<file path="config.mk">
export PLATFORM = sky130hd
export DESIGN_NAME = lwm_menu_ctrl
export DESIGN_NICKNAME = d
export VERILOG_FILES = /design/src/verilog/lwm_menu_ctrl.v
export VERILOG_INCLUDE_DIRS = /design/src /design/src/inc
export SDC_FILE = /design/constraint.sdc
export NUM_CORES = 1
export LEC_CHECK = 0
export ABC_AREA = 1
export BUFFER_PORTS_ARGS = -buffer_cell sky130_fd_sc_hd__buf_2
export CAP_MARGIN = 20
export CORE_MARGIN = 2
export CORE_UTILIZATION = 50
export CTS_BUF_LIST = sky130_fd_sc_hd__clkbuf_4
export DETAILED_ROUTE_END_ITERATION = 7
export PLACE_DENSITY = 0.67
export SLEW_MARGIN = 20
export SYNTH_ARGS = -nofsm -noshare
export SYNTH_HDL_FRONTEND = slang
export SYNTH_SLANG_ARGS = --single-unit
</file>
<file path="constraint.sdc">
create_clock -name clk -period 9.9 [get_ports clk]
set_input_delay 1.485 -clock clk [delete_from_list [all_inputs] [get_ports clk]]
set_output_delay 1.485 -clock clk [all_outputs]
set_load 0.02 [all_outputs]
</file>
<file path="src/inc/lwm_regs.vh">
// constants for the load-weigher menu and supervision block
// assumes one 20 MHz clock and a plain register port with 16-bit data
`ifndef LWM_REGS_VH
`define LWM_REGS_VH
// ----------------------------------------------------------------
// timing
// ----------------------------------------------------------------
`define LWM_CLK_HZ        20000000
`define LWM_TICK_MS       1
`define LWM_TICK_CYC      (`LWM_CLK_HZ / 1000 * `LWM_TICK_MS)
`define LWM_BOOT_SAVE_MIN 3
`define LWM_BOOT_SAVE_MS  (`LWM_BOOT_SAVE_MIN * 60 * 1000)
`define LWM_IDLE_SAVE_HR  1
`define LWM_IDLE_SAVE_MS  (`LWM_IDLE_SAVE_HR * 3600 * 1000)
`define LWM_LOCK_HOLD_S   3
`define LWM_LOCK_HOLD_MS  (`LWM_LOCK_HOLD_S * 1000)
`define LWM_MS_PER_S      10'h3E8
`define LWM_ZERO_CD_S     4'h5
// ----------------------------------------------------------------
// parameters and limits
// ----------------------------------------------------------------
`define LWM_P_ZERO        3'h0
`define LWM_P_SPAN        3'h1
`define LWM_P_CELL        3'h2
`define LWM_P_CHAIN       3'h3
`define LWM_P_CAP         3'h4
`define LWM_P_OVL         3'h5
`define LWM_P_AUX         3'h6
`define LWM_P_LOCK        3'h7
`define LWM_CHAIN_MAX_KG  16'h0032
`define LWM_LOCK_RESET    16'h0000
`define LWM_PRM_RESET     16'h0000
// ----------------------------------------------------------------
// register offsets (byte addresses)
// ----------------------------------------------------------------
`define LWM_OFS_PRM       6'h00
`define LWM_OFS_CHK       6'h20
`define LWM_OFS_STAT      6'h24
// ----------------------------------------------------------------
// status fields and fault codes
// ----------------------------------------------------------------
`define LWM_ST_ERR_LSB    0
`define LWM_ST_STATE_LSB  4
`define LWM_ST_LOCK_BIT   7
`define LWM_ST_LOST_BIT   8
`define LWM_ST_RLY_LSB    9
`define LWM_ERR_NONE      4'h0
`define LWM_ERR_OPEN      4'h1
`define LWM_ERR_NEG       4'h2
`define LWM_ERR_POS       4'h3
`define LWM_ERR_POL       4'h4
`define LWM_ERR_SHORT     4'h5
`define LWM_ERR_LOST      4'h6
`define LWM_ERR_SENS      4'h7
`endif

</file>
<file path="src/verilog/lwm_menu_ctrl.v">
// three-key menu, lock, energy saving, relays and fault codes of a load weigher
// assumes keys and sensor flags synchronous to clk, raw load already in kg
//
// Design decisions made here: the register addresses and the address-and-strobe port.
`include "lwm_regs.vh"

module lwm_menu_ctrl #(
    parameter        TICK_CYC     = `LWM_TICK_CYC,
    parameter [21:0] BOOT_SAVE_MS = `LWM_BOOT_SAVE_MS,
    parameter [21:0] IDLE_SAVE_MS = `LWM_IDLE_SAVE_MS,
    parameter [21:0] LOCK_HOLD_MS = `LWM_LOCK_HOLD_MS
) (
    input  wire        clk,
    input  wire        rst_b,
    input  wire        key_menu,
    input  wire        key_select,
    input  wire        key_change,
    input  wire        hold_in,
    input  wire [15:0] load_raw,
    input  wire        sense_open,
    input  wire        sense_neg_ovf,
    input  wire        sense_pos_ovf,
    input  wire        sense_polarity,
    input  wire        display_short,
    input  wire        sense_low,
    input  wire [5:0]  bus_addr,
    input  wire [15:0] bus_wdata,
    input  wire        bus_wr,
    input  wire        bus_rd,
    output reg  [15:0] bus_rdata,
    output wire        capacity_relay,
    output wire        overload_relay,
    output wire        auxiliary_relay,
    output wire [2:0]  disp_state,
    output wire [2:0]  disp_index,
    output reg  [15:0] disp_value,
    output wire [1:0]  disp_digit,
    output wire        disp_blink,
    output reg  [3:0]  err_code,
    output wire        lock_armed
);

    // ----------------------------------------------------------------
    // states
    // ----------------------------------------------------------------
    localparam [2:0] ST_RUN    = 3'h0;
    localparam [2:0] ST_SAVE   = 3'h1;
    localparam [2:0] ST_BROWSE = 3'h2;
    localparam [2:0] ST_EDIT   = 3'h3;
    localparam [2:0] ST_COMMIT = 3'h4;
    localparam [2:0] ST_LOCKP  = 3'h5;
    localparam [2:0] ST_ZERO   = 3'h6;

    reg  [15:0] prm_r [0:7];
    reg  [2:0]  state_r;
    reg  [2:0]  idx_r;
    reg  [1:0]  dig_r;
    reg  [15:0] edit_r;
    reg         lock_r;
    reg         programmed_r;
    reg         lost_r;
    reg  [21:0] idle_ms_r;
    reg  [21:0] hold_ms_r;
    reg  [9:0]  cd_ms_r;
    reg  [3:0]  cd_s_r;
    reg  [15:0] net_r;
    reg  [2:0]  relay_r;
    reg  [14:0] tick_cnt_r;
    reg         tick_r;
    reg         menu_q_r;
    reg         sel_q_r;
    reg         chg_q_r;
    reg  [15:0] chk_sum;
    reg  [15:0] rd_nxt;
    integer     i;
    integer     j;

    wire        menu_p   = key_menu & ~menu_q_r;
    wire        sel_p    = key_select & ~sel_q_r;
    wire        chg_p    = key_change & ~chg_q_r;
    wire        any_p    = menu_p | sel_p | chg_p;
    wire [21:0] idle_lim = programmed_r ? IDLE_SAVE_MS : BOOT_SAVE_MS;
    wire        idle_hit = (idle_ms_r >= idle_lim);
    wire        hold_hit = key_menu & tick_r & (hold_ms_r == LOCK_HOLD_MS - 22'h00_0001);
    wire [15:0] edit_bin;

    // ----------------------------------------------------------------
    // helpers
    // ----------------------------------------------------------------
    function [15:0] bcd2bin;
        input [15:0] b;
        begin
            bcd2bin = b[15:12] * 16'd1000 + b[11:8] * 16'd100
                    + b[7:4] * 16'd10 + {12'h000, b[3:0]};
        end
    endfunction

    // change key rolls the highlighted digit 0..9 and leaves the rest alone
    function [15:0] inc_digit;
        input [15:0] v;
        input [1:0]  d;
        reg   [3:0]  n;
        begin
            n = v[d*4 +: 4];
            inc_digit = v;
            inc_digit[d*4 +: 4] = (n >= 4'h9) ? 4'h0 : n + 4'h1;
        end
    endfunction

    assign edit_bin = bcd2bin(edit_r);

    // ----------------------------------------------------------------
    // prescaled millisecond tick and key edges
    // ----------------------------------------------------------------
    always @(posedge clk or negedge rst_b)
    begin
        if (!rst_b)
        begin
            tick_cnt_r <= 15'h0000;
            tick_r     <= 1'b0;
            menu_q_r   <= 1'b0;
            sel_q_r    <= 1'b0;
            chg_q_r    <= 1'b0;
        end
        else
        begin
            tick_r   <= (tick_cnt_r == TICK_CYC - 1);
            menu_q_r <= key_menu;
            sel_q_r  <= key_select;
            chg_q_r  <= key_change;
            if (tick_cnt_r == TICK_CYC - 1)
                tick_cnt_r <= 15'h0000;
            else
                tick_cnt_r <= tick_cnt_r + 15'h0001;
        end
    end

    // ----------------------------------------------------------------
    // checksum over the stored parameters
    // ----------------------------------------------------------------
    always @*
    begin
        chk_sum = 16'h0000;
        for (j = 0; j < 8; j = j + 1)
            chk_sum = chk_sum + prm_r[j];
    end

    // ----------------------------------------------------------------
    // menu state machine, parameter store and register writes
    // ----------------------------------------------------------------
    always @(posedge clk or negedge rst_b)
    begin
        if (!rst_b)
        begin
            for (i = 0; i < 7; i = i + 1)
                prm_r[i] <= `LWM_PRM_RESET;
            prm_r[7]     <= `LWM_LOCK_RESET;
            state_r      <= ST_RUN;
            idx_r        <= `LWM_P_ZERO;
            dig_r        <= 2'h0;
            edit_r       <= 16'h0000;
            lock_r       <= 1'b0;
            programmed_r <= 1'b0;
            lost_r       <= 1'b0;
            idle_ms_r    <= 22'h00_0000;
            hold_ms_r    <= 22'h00_0000;
            cd_ms_r      <= 10'h000;
            cd_s_r       <= 4'h0;
        end
        else
        begin
            // idle time restarts on any press, saturates at the limit in force (BOOT_SAVE_MS until programmed)
            if (any_p)
                idle_ms_r <= 22'h00_0000;
            else if (tick_r && !idle_hit)
                idle_ms_r <= idle_ms_r + 22'h00_0001;
            if (!key_menu)
                hold_ms_r <= 22'h00_0000;
            else if (tick_r && hold_ms_r != LOCK_HOLD_MS)
                hold_ms_r <= hold_ms_r + 22'h00_0001;

            case (state_r)
                ST_RUN:
                begin
                    if (menu_p && lock_r)
                    begin
                        state_r <= ST_LOCKP;
                        edit_r  <= 16'h0000;
                        dig_r   <= 2'h3;
                    end
                    else if (menu_p)
                    begin
                        state_r <= ST_BROWSE;
                        idx_r   <= `LWM_P_ZERO;
                    end
                end
                ST_SAVE:
                begin
                    if (menu_p)
                        state_r <= ST_RUN;
                end
                ST_BROWSE:
                begin
                    if (menu_p)
                    begin
                        if (idx_r == `LWM_P_LOCK)
                            state_r <= ST_RUN;
                        else
                            idx_r <= idx_r + 3'h1;
                    end
                    else if (sel_p)
                    begin
                        state_r <= ST_EDIT;
                        edit_r  <= prm_r[idx_r];
                        dig_r   <= 2'h3;
                    end
                end
                ST_EDIT, ST_LOCKP:
                begin
                    if (sel_p)
                        dig_r <= dig_r - 2'h1;
                    else if (chg_p)
                        edit_r <= inc_digit(edit_r, dig_r);
                    else if (menu_p && state_r == ST_LOCKP)
                    begin
                        if (edit_r == prm_r[`LWM_P_LOCK])
                        begin
                            lock_r  <= 1'b0;
                            state_r <= ST_BROWSE;
                            idx_r   <= `LWM_P_ZERO;
                        end
                        else
                            state_r <= ST_RUN;
                    end
                    else if (menu_p && idx_r == `LWM_P_ZERO)
                    begin
                        state_r <= ST_ZERO;
                        cd_ms_r <= 10'h000;
                        cd_s_r  <= `LWM_ZERO_CD_S;
                    end
                    else if (menu_p)
                        state_r <= ST_COMMIT;
                end
                ST_COMMIT:
                begin
                    if (menu_p)
                    begin
                        if (idx_r == `LWM_P_CHAIN && edit_bin > `LWM_CHAIN_MAX_KG)
                            state_r <= ST_BROWSE;
                        else
                        begin
                            prm_r[idx_r] <= edit_r;
                            programmed_r <= 1'b1;
                            lost_r       <= 1'b0;
                            if (idx_r == `LWM_P_LOCK)
                                state_r <= ST_RUN;
                            else
                            begin
                                state_r <= ST_BROWSE;
                                idx_r   <= idx_r + 3'h1;
                            end
                        end
                    end
                    else if (sel_p || chg_p)
                        state_r <= ST_BROWSE;
                end
                ST_ZERO:
                begin
                    if (tick_r && cd_ms_r == `LWM_MS_PER_S - 10'h001)
                    begin
                        cd_ms_r <= 10'h000;
                        cd_s_r  <= cd_s_r - 4'h1;
                        if (cd_s_r == 4'h1)
                        begin
                            prm_r[`LWM_P_ZERO] <= load_raw;
                            programmed_r       <= 1'b1;
                            lost_r             <= 1'b0;
                            state_r            <= ST_BROWSE;
                            idx_r              <= `LWM_P_SPAN;
                        end
                    end
                    else if (tick_r)
                        cd_ms_r <= cd_ms_r + 10'h001;
                end
                default:
                    state_r <= ST_RUN;
            endcase

            // long menu hold or idle timeout blanks the display and arms the lock
            if (state_r != ST_SAVE && (hold_hit || idle_hit))
            begin
                state_r <= ST_SAVE;
                lock_r  <= 1'b1;
            end

            // a register write lands after the key path, so software wins a tie
            if (bus_wr && bus_addr[5] == 1'b0)
                prm_r[bus_addr[4:2]] <= bus_wdata;
            // mismatch set wins over a same-cycle commit clear
            if (bus_wr && bus_addr == `LWM_OFS_CHK && bus_wdata != chk_sum)
                lost_r <= 1'b1;
        end
    end

    // ----------------------------------------------------------------
    // weighing, relays and display
    // ----------------------------------------------------------------
    always @(posedge clk or negedge rst_b)
    begin
        if (!rst_b)
            net_r <= 16'h0000;
        else if (!hold_in)
            net_r <= (load_raw > prm_r[`LWM_P_ZERO]) ?
                     load_raw - prm_r[`LWM_P_ZERO] : 16'h0000;
    end

    genvar g;
    generate
        for (g = 0; g < 3; g = g + 1)
        begin : g_relay
            always @(posedge clk or negedge rst_b)
            begin
                if (!rst_b)
                    relay_r[g] <= 1'b0;
                else
                    relay_r[g] <= (net_r >= bcd2bin(prm_r[`LWM_P_CAP + g]));
            end
        end
    endgenerate

    always @(posedge clk or negedge rst_b)
    begin
        if (!rst_b)
        begin
            disp_value <= 16'h0000;
            err_code   <= `LWM_ERR_NONE;
        end
        else
        begin
            case (state_r)
                ST_RUN:                      disp_value <= net_r;
                ST_BROWSE:                   disp_value <= prm_r[idx_r];
                ST_EDIT, ST_COMMIT, ST_LOCKP: disp_value <= edit_r;
                ST_ZERO:                     disp_value <= {12'h000, cd_s_r};
                default:                     disp_value <= 16'h0000;
            endcase
            // wiring faults outrank memory and calibration faults
            if (sense_open)
                err_code <= `LWM_ERR_OPEN;
            else if (sense_neg_ovf)
                err_code <= `LWM_ERR_NEG;
            else if (sense_pos_ovf)
                err_code <= `LWM_ERR_POS;
            else if (sense_polarity)
                err_code <= `LWM_ERR_POL;
            else if (display_short)
                err_code <= `LWM_ERR_SHORT;
            else if (lost_r)
                err_code <= `LWM_ERR_LOST;
            else if (sense_low)
                err_code <= `LWM_ERR_SENS;
            else
                err_code <= `LWM_ERR_NONE;
        end
    end

    // ----------------------------------------------------------------
    // register reads
    // ----------------------------------------------------------------
    always @*
    begin
        rd_nxt = 16'h0000;
        if (bus_addr[5] == 1'b0 && bus_addr[1:0] == 2'h0)
            rd_nxt = prm_r[bus_addr[4:2]];
        else if (bus_addr == `LWM_OFS_CHK)
            rd_nxt = chk_sum;
        else if (bus_addr == `LWM_OFS_STAT)
        begin
            rd_nxt[`LWM_ST_ERR_LSB +: 4]   = err_code;
            rd_nxt[`LWM_ST_STATE_LSB +: 3] = state_r;
            rd_nxt[`LWM_ST_LOCK_BIT]       = lock_r;
            rd_nxt[`LWM_ST_LOST_BIT]       = lost_r;
            rd_nxt[`LWM_ST_RLY_LSB +: 3]   = relay_r;
        end
    end

    always @(posedge clk or negedge rst_b)
    begin
        if (!rst_b)
            bus_rdata <= 16'h0000;
        else
            bus_rdata <= bus_rd ? rd_nxt : 16'h0000;
    end

    assign capacity_relay  = relay_r[0];
    assign overload_relay  = relay_r[1];
    assign auxiliary_relay = relay_r[2];
    assign disp_state      = state_r;
    assign disp_index      = idx_r;
    assign disp_digit      = dig_r;
    assign disp_blink      = hold_in | (state_r == ST_EDIT) | (state_r == ST_LOCKP);
    assign lock_armed      = lock_r;

endmodule // lwm_menu_ctrl

</file>
==> results.md <==
- Clock tree skew after final layout: between 100 and 150 ps
- Flip-flop and latch count after synthesis: 286
- Measured slew at the worst slew-check pin: about 1200 ps
- Result of the run: complete, no violations
- Antenna Violating Nets Remaining: 0
- Critical Path RT: between 10000 and 15000 ps
- Number of design rule violations left after detail routing: 0
- Most repeated cell in the gate-level netlist after synthesis: inv_1
- Worst setup EP type: register
- Worst reg2reg setup slack: roughly 3300 ps
- Bufs on Longest Clock Path: 3
- Sum of routed wire length over all layers: roughly 100000 µm
- Place WS: approximately 3400 ps
- Biggest fanout along the worst timing path: 40
- Total congestion overflow after global routing: 0
- Number of H-tree levels: 3
- Final setup violation count: 0
- Overall die width: approximately 240 µm
- Slowest library cell on the worst path: nand2_1
- Type of the tightest min-delay check: reg -> reg
- Number of fill cells in the layout: 5508
- Worst path max stage delay: between 700 and 800 ps
- Crit path top cell by count: nand2_1
- RSZ-0062 raised after global routing: no
- Worst endpoint data arrival time: approximately 7400 ps
- Hold Slack: ~460 ps
- Die ar.: 59200 µm²
- Reg-to-reg startpoint: edit_r[12]
- Cts bufs inserted: 83
- IO Count: 101
- Later-pin clock latency in the skew report: 880 ps
- Starting Density: 50.7%
- Detailed Routing Iterations Pass 1: 8
- Startpoint kind of the worst setup timing path: register
- Fraction of the yosys area taken by sequential cells: 25.0%
- Most used standard cells in the synthesized netlist: 700 x inv_1, 667 x nand2_1, 323 x o21ai_0
- Synth top area share: about a quarter
- Site row count: between 80 and 90
- Post-CTS setup buffer count: 0
- Number of distinct library cell variants in the gate-level netlist after synthesis: 54
- Cell types occupying the most area after synthesis: dfrtp_1 25%, ha_1 13%, fa_1 11%
- Detail-routed net length per standard cell: 21.4 µm
- Cell depth of the worst min-delay path: 1
- Critical path buffer and inverter count: 6
- Routability cong.: about 1
- Depth of the worst register-to-register path: 26
- Vias in the first global route: 25.8k
- Hold-fix buffers at CTS: 0
- Syn Std Cell Area: approximately 29000 µm²
- Clock tree from TritonCTS: built
- Area overhead of the layout relative to synthesis: 7.52%
- Global-route wire length before repair: between 150000 and 200000 µm
- # port buffers: between 90 and 100
- Clock period minus final worst setup slack: 6620 ps
- Hpwl dp: around 75000 µm
- Synth area leader: dfrtp_1
- Worst setup path category: reg -> reg
- Overall die height: approximately 240 µm
- Capture instance of the worst register-to-register path: prm_r[28]
- Period Utilization, post-route: roughly two thirds
- Ys Warns: 0
- Initial antenna violation count: 4
- Tightest slew margin relative to the limit: 17.6%
- Setup_tns: 0 ps
- Pin count of the biggest net entering global routing: 90
- Net count reported at finish: around 4.4k
- Gates resized, CTS repair: 0
- Final Hold Viols: 0
- Synthesized instance count: about 3.8k
- Cell chosen for the clock root: clkbuf_4
- Hold Path Sink: tick_cnt_r[0]
- Area used by sequential logic in the layout: approximately 7200 µm²
- Highest clock rate: roughly 150 MHz
- Overall global routing resource usage: 34.2%
- EDFF count, synth: 0
- Area of the core: between 50000 and 60000 µm²
- Slew Limit Fails: 0
- Leading register cell type out of synthesis: dfrtp_1
- Final worst slack: roughly 3300 ps
- Total number of clock tree sinks: approximately 290
- Min-Delay Startpoint: tick_cnt_r[0]
- Synth Net Count: 4335
- Multi-input gate area in the final layout: 18200 µm²
- Count of vias placed by the detailed router: approximately 27k
- Clock Pin Slew Worst Setup and Hold Paths: 70 ps
- Syn avg cell area: 7.49 µm²
- Fraction of registers with async set or reset after synthesis: 100%
- Detailed router's first-iteration violation count: approximately 3.3k
- Number of max-cap violations: 0
- Cell family contributing the most delay on the critical path: adder cells
- Per-cell via count in the routed design: about 5.7
- Proportion of layout cells with a drive suffix above 1: under 10%
## per-layer routing
layer / routed length, µm / up-vias / global-route usage, %
met1: 39500 / 12500 / 44.2
met2: 41400 / 1551 / 49.5
met5: 14 / - / 0
met4: 7660 / 2 / 22.6
met3: 12300 / 380 / 10.3
li1: - / 12700 / -
## worst register-to-register path: stages, from the launching register on
cell and delay [ps]:
dfrtp_1 690, clkinv_1 550, fa_1 690, inv_1 40
ha_1 330, nand2_1 60, o21ai_0 290, xor2_1 170
inv_1 50, ha_1 280, ha_1 300, ha_1 360
a21o_1 180, nor2_1 130, nand2_1 90, a21oi_1 170
inv_1 60, nand2_1 60, nand2_1 40, inv_1 60
nand3_2 140, nand2_4 420, nand2_1 740, nand2_1 250
o21ai_0 100, o21ai_0 210, inv_1 50
## kinds of logic after synthesis
family          synth area share (%)
xor+xnor                        3.98
flops                           25.0
other cells                   0.0131
buf+inv                         11.6
simple gates                    17.6
fa+ha+maj                       24.3
compound gates                  17.5
## how the worst max path moves through the flow
| stage | endpoint | startpoint | slack [ps] | depth (start not counted) |
|---|---|---|---|---|
| 6_report | prm_r[28] | edit_r[12] | 3280 | 26 |
| 5_1_grt | prm_r[31] | edit_r[12] | 2780 | 27 |
| 4_1_cts | prm_r[27] | edit_r[12] | 3370 | 25 |
| 3_5_place_dp | prm_r[27] | edit_r[12] | 3430 | 26 |
| 3_3_place_gp | prm_r[31] | edit_r[12] | 3660 | 26 |
| 2_1_floorplan | prm_r[38] | edit_r[14] | 4890 | 29 |
## cells in the final DEF (no fill, tap or decap), drive strengths merged, types with 4 or more instances in the layout
| cell | count |
|---|---|
| a221oi | 30 |
| a211oi | 14 |
| o21bai | 10 |
| a21o | 5 |
| o22ai | 15 |
| clkinv | 41 |
| nor2 | 217 |
| xor2 | 77 |
| a21oi | 253 |
| buf | 127 |
| nand4 | 40 |
| dfrtp | 286 |
| nor3 | 49 |
| clkbuf | 115 |
| nand3 | 180 |
| o221ai | 21 |
| nor4 | 16 |
| a31oi | 40 |
| o2111ai | 5 |
| o21a | 5 |
| a22oi | 5 |
| or2 | 8 |
| o21ai | 443 |
| o211ai | 27 |
| o31ai | 16 |
| fa | 156 |
| xnor2 | 53 |
| inv | 710 |
| ha | 307 |
| nor3b | 4 |
| nand2 | 677 |
## area by class of cell
cell class	count	share of cell area (%)
diodes	2	0.0163
clock buffers	115	2.81
clock inverters	27	0.512
inverters	728	8.88
multi-input cells	2684	59.1
flip-flops and latches	286	23.3
well taps	756	3.07
repair buffers	127	2.33
## through the flow
stage | std cells | area (µm²) | util [%]
2_1_floorplan | 3820 | 28600 | -
3_3_place_gp | 4580 | 29700 | 52.6
3_5_place_dp | 4581 | 29700 | 52.6
4_1_cts | 4723 | 30800 | 54.4
5_1_grt | 4724 | 30800 | 54.5
6_report | 4725 | 30800 | 54.5
## state kept, by name, summed over array words and instances (netlist names), 2 cells and up
| register | cells |
|---|---|
| disp_index | 3 |
| disp_value | 16 |
| cd_ms_r | 10 |
| net_r | 16 |
| hold_ms_r | 22 |
| prm_r | 128 |
| cd_s_r | 4 |
| disp_digit | 2 |
| disp_state | 3 |
| bus_rdata | 16 |
| edit_r | 16 |
| idle_ms_r | 22 |
| tick_cnt_r | 15 |
| err_code | 3 |
Power is not shown: default switching activity piles up to over one toggle a cycle in this logic, so the estimate is an artifact.
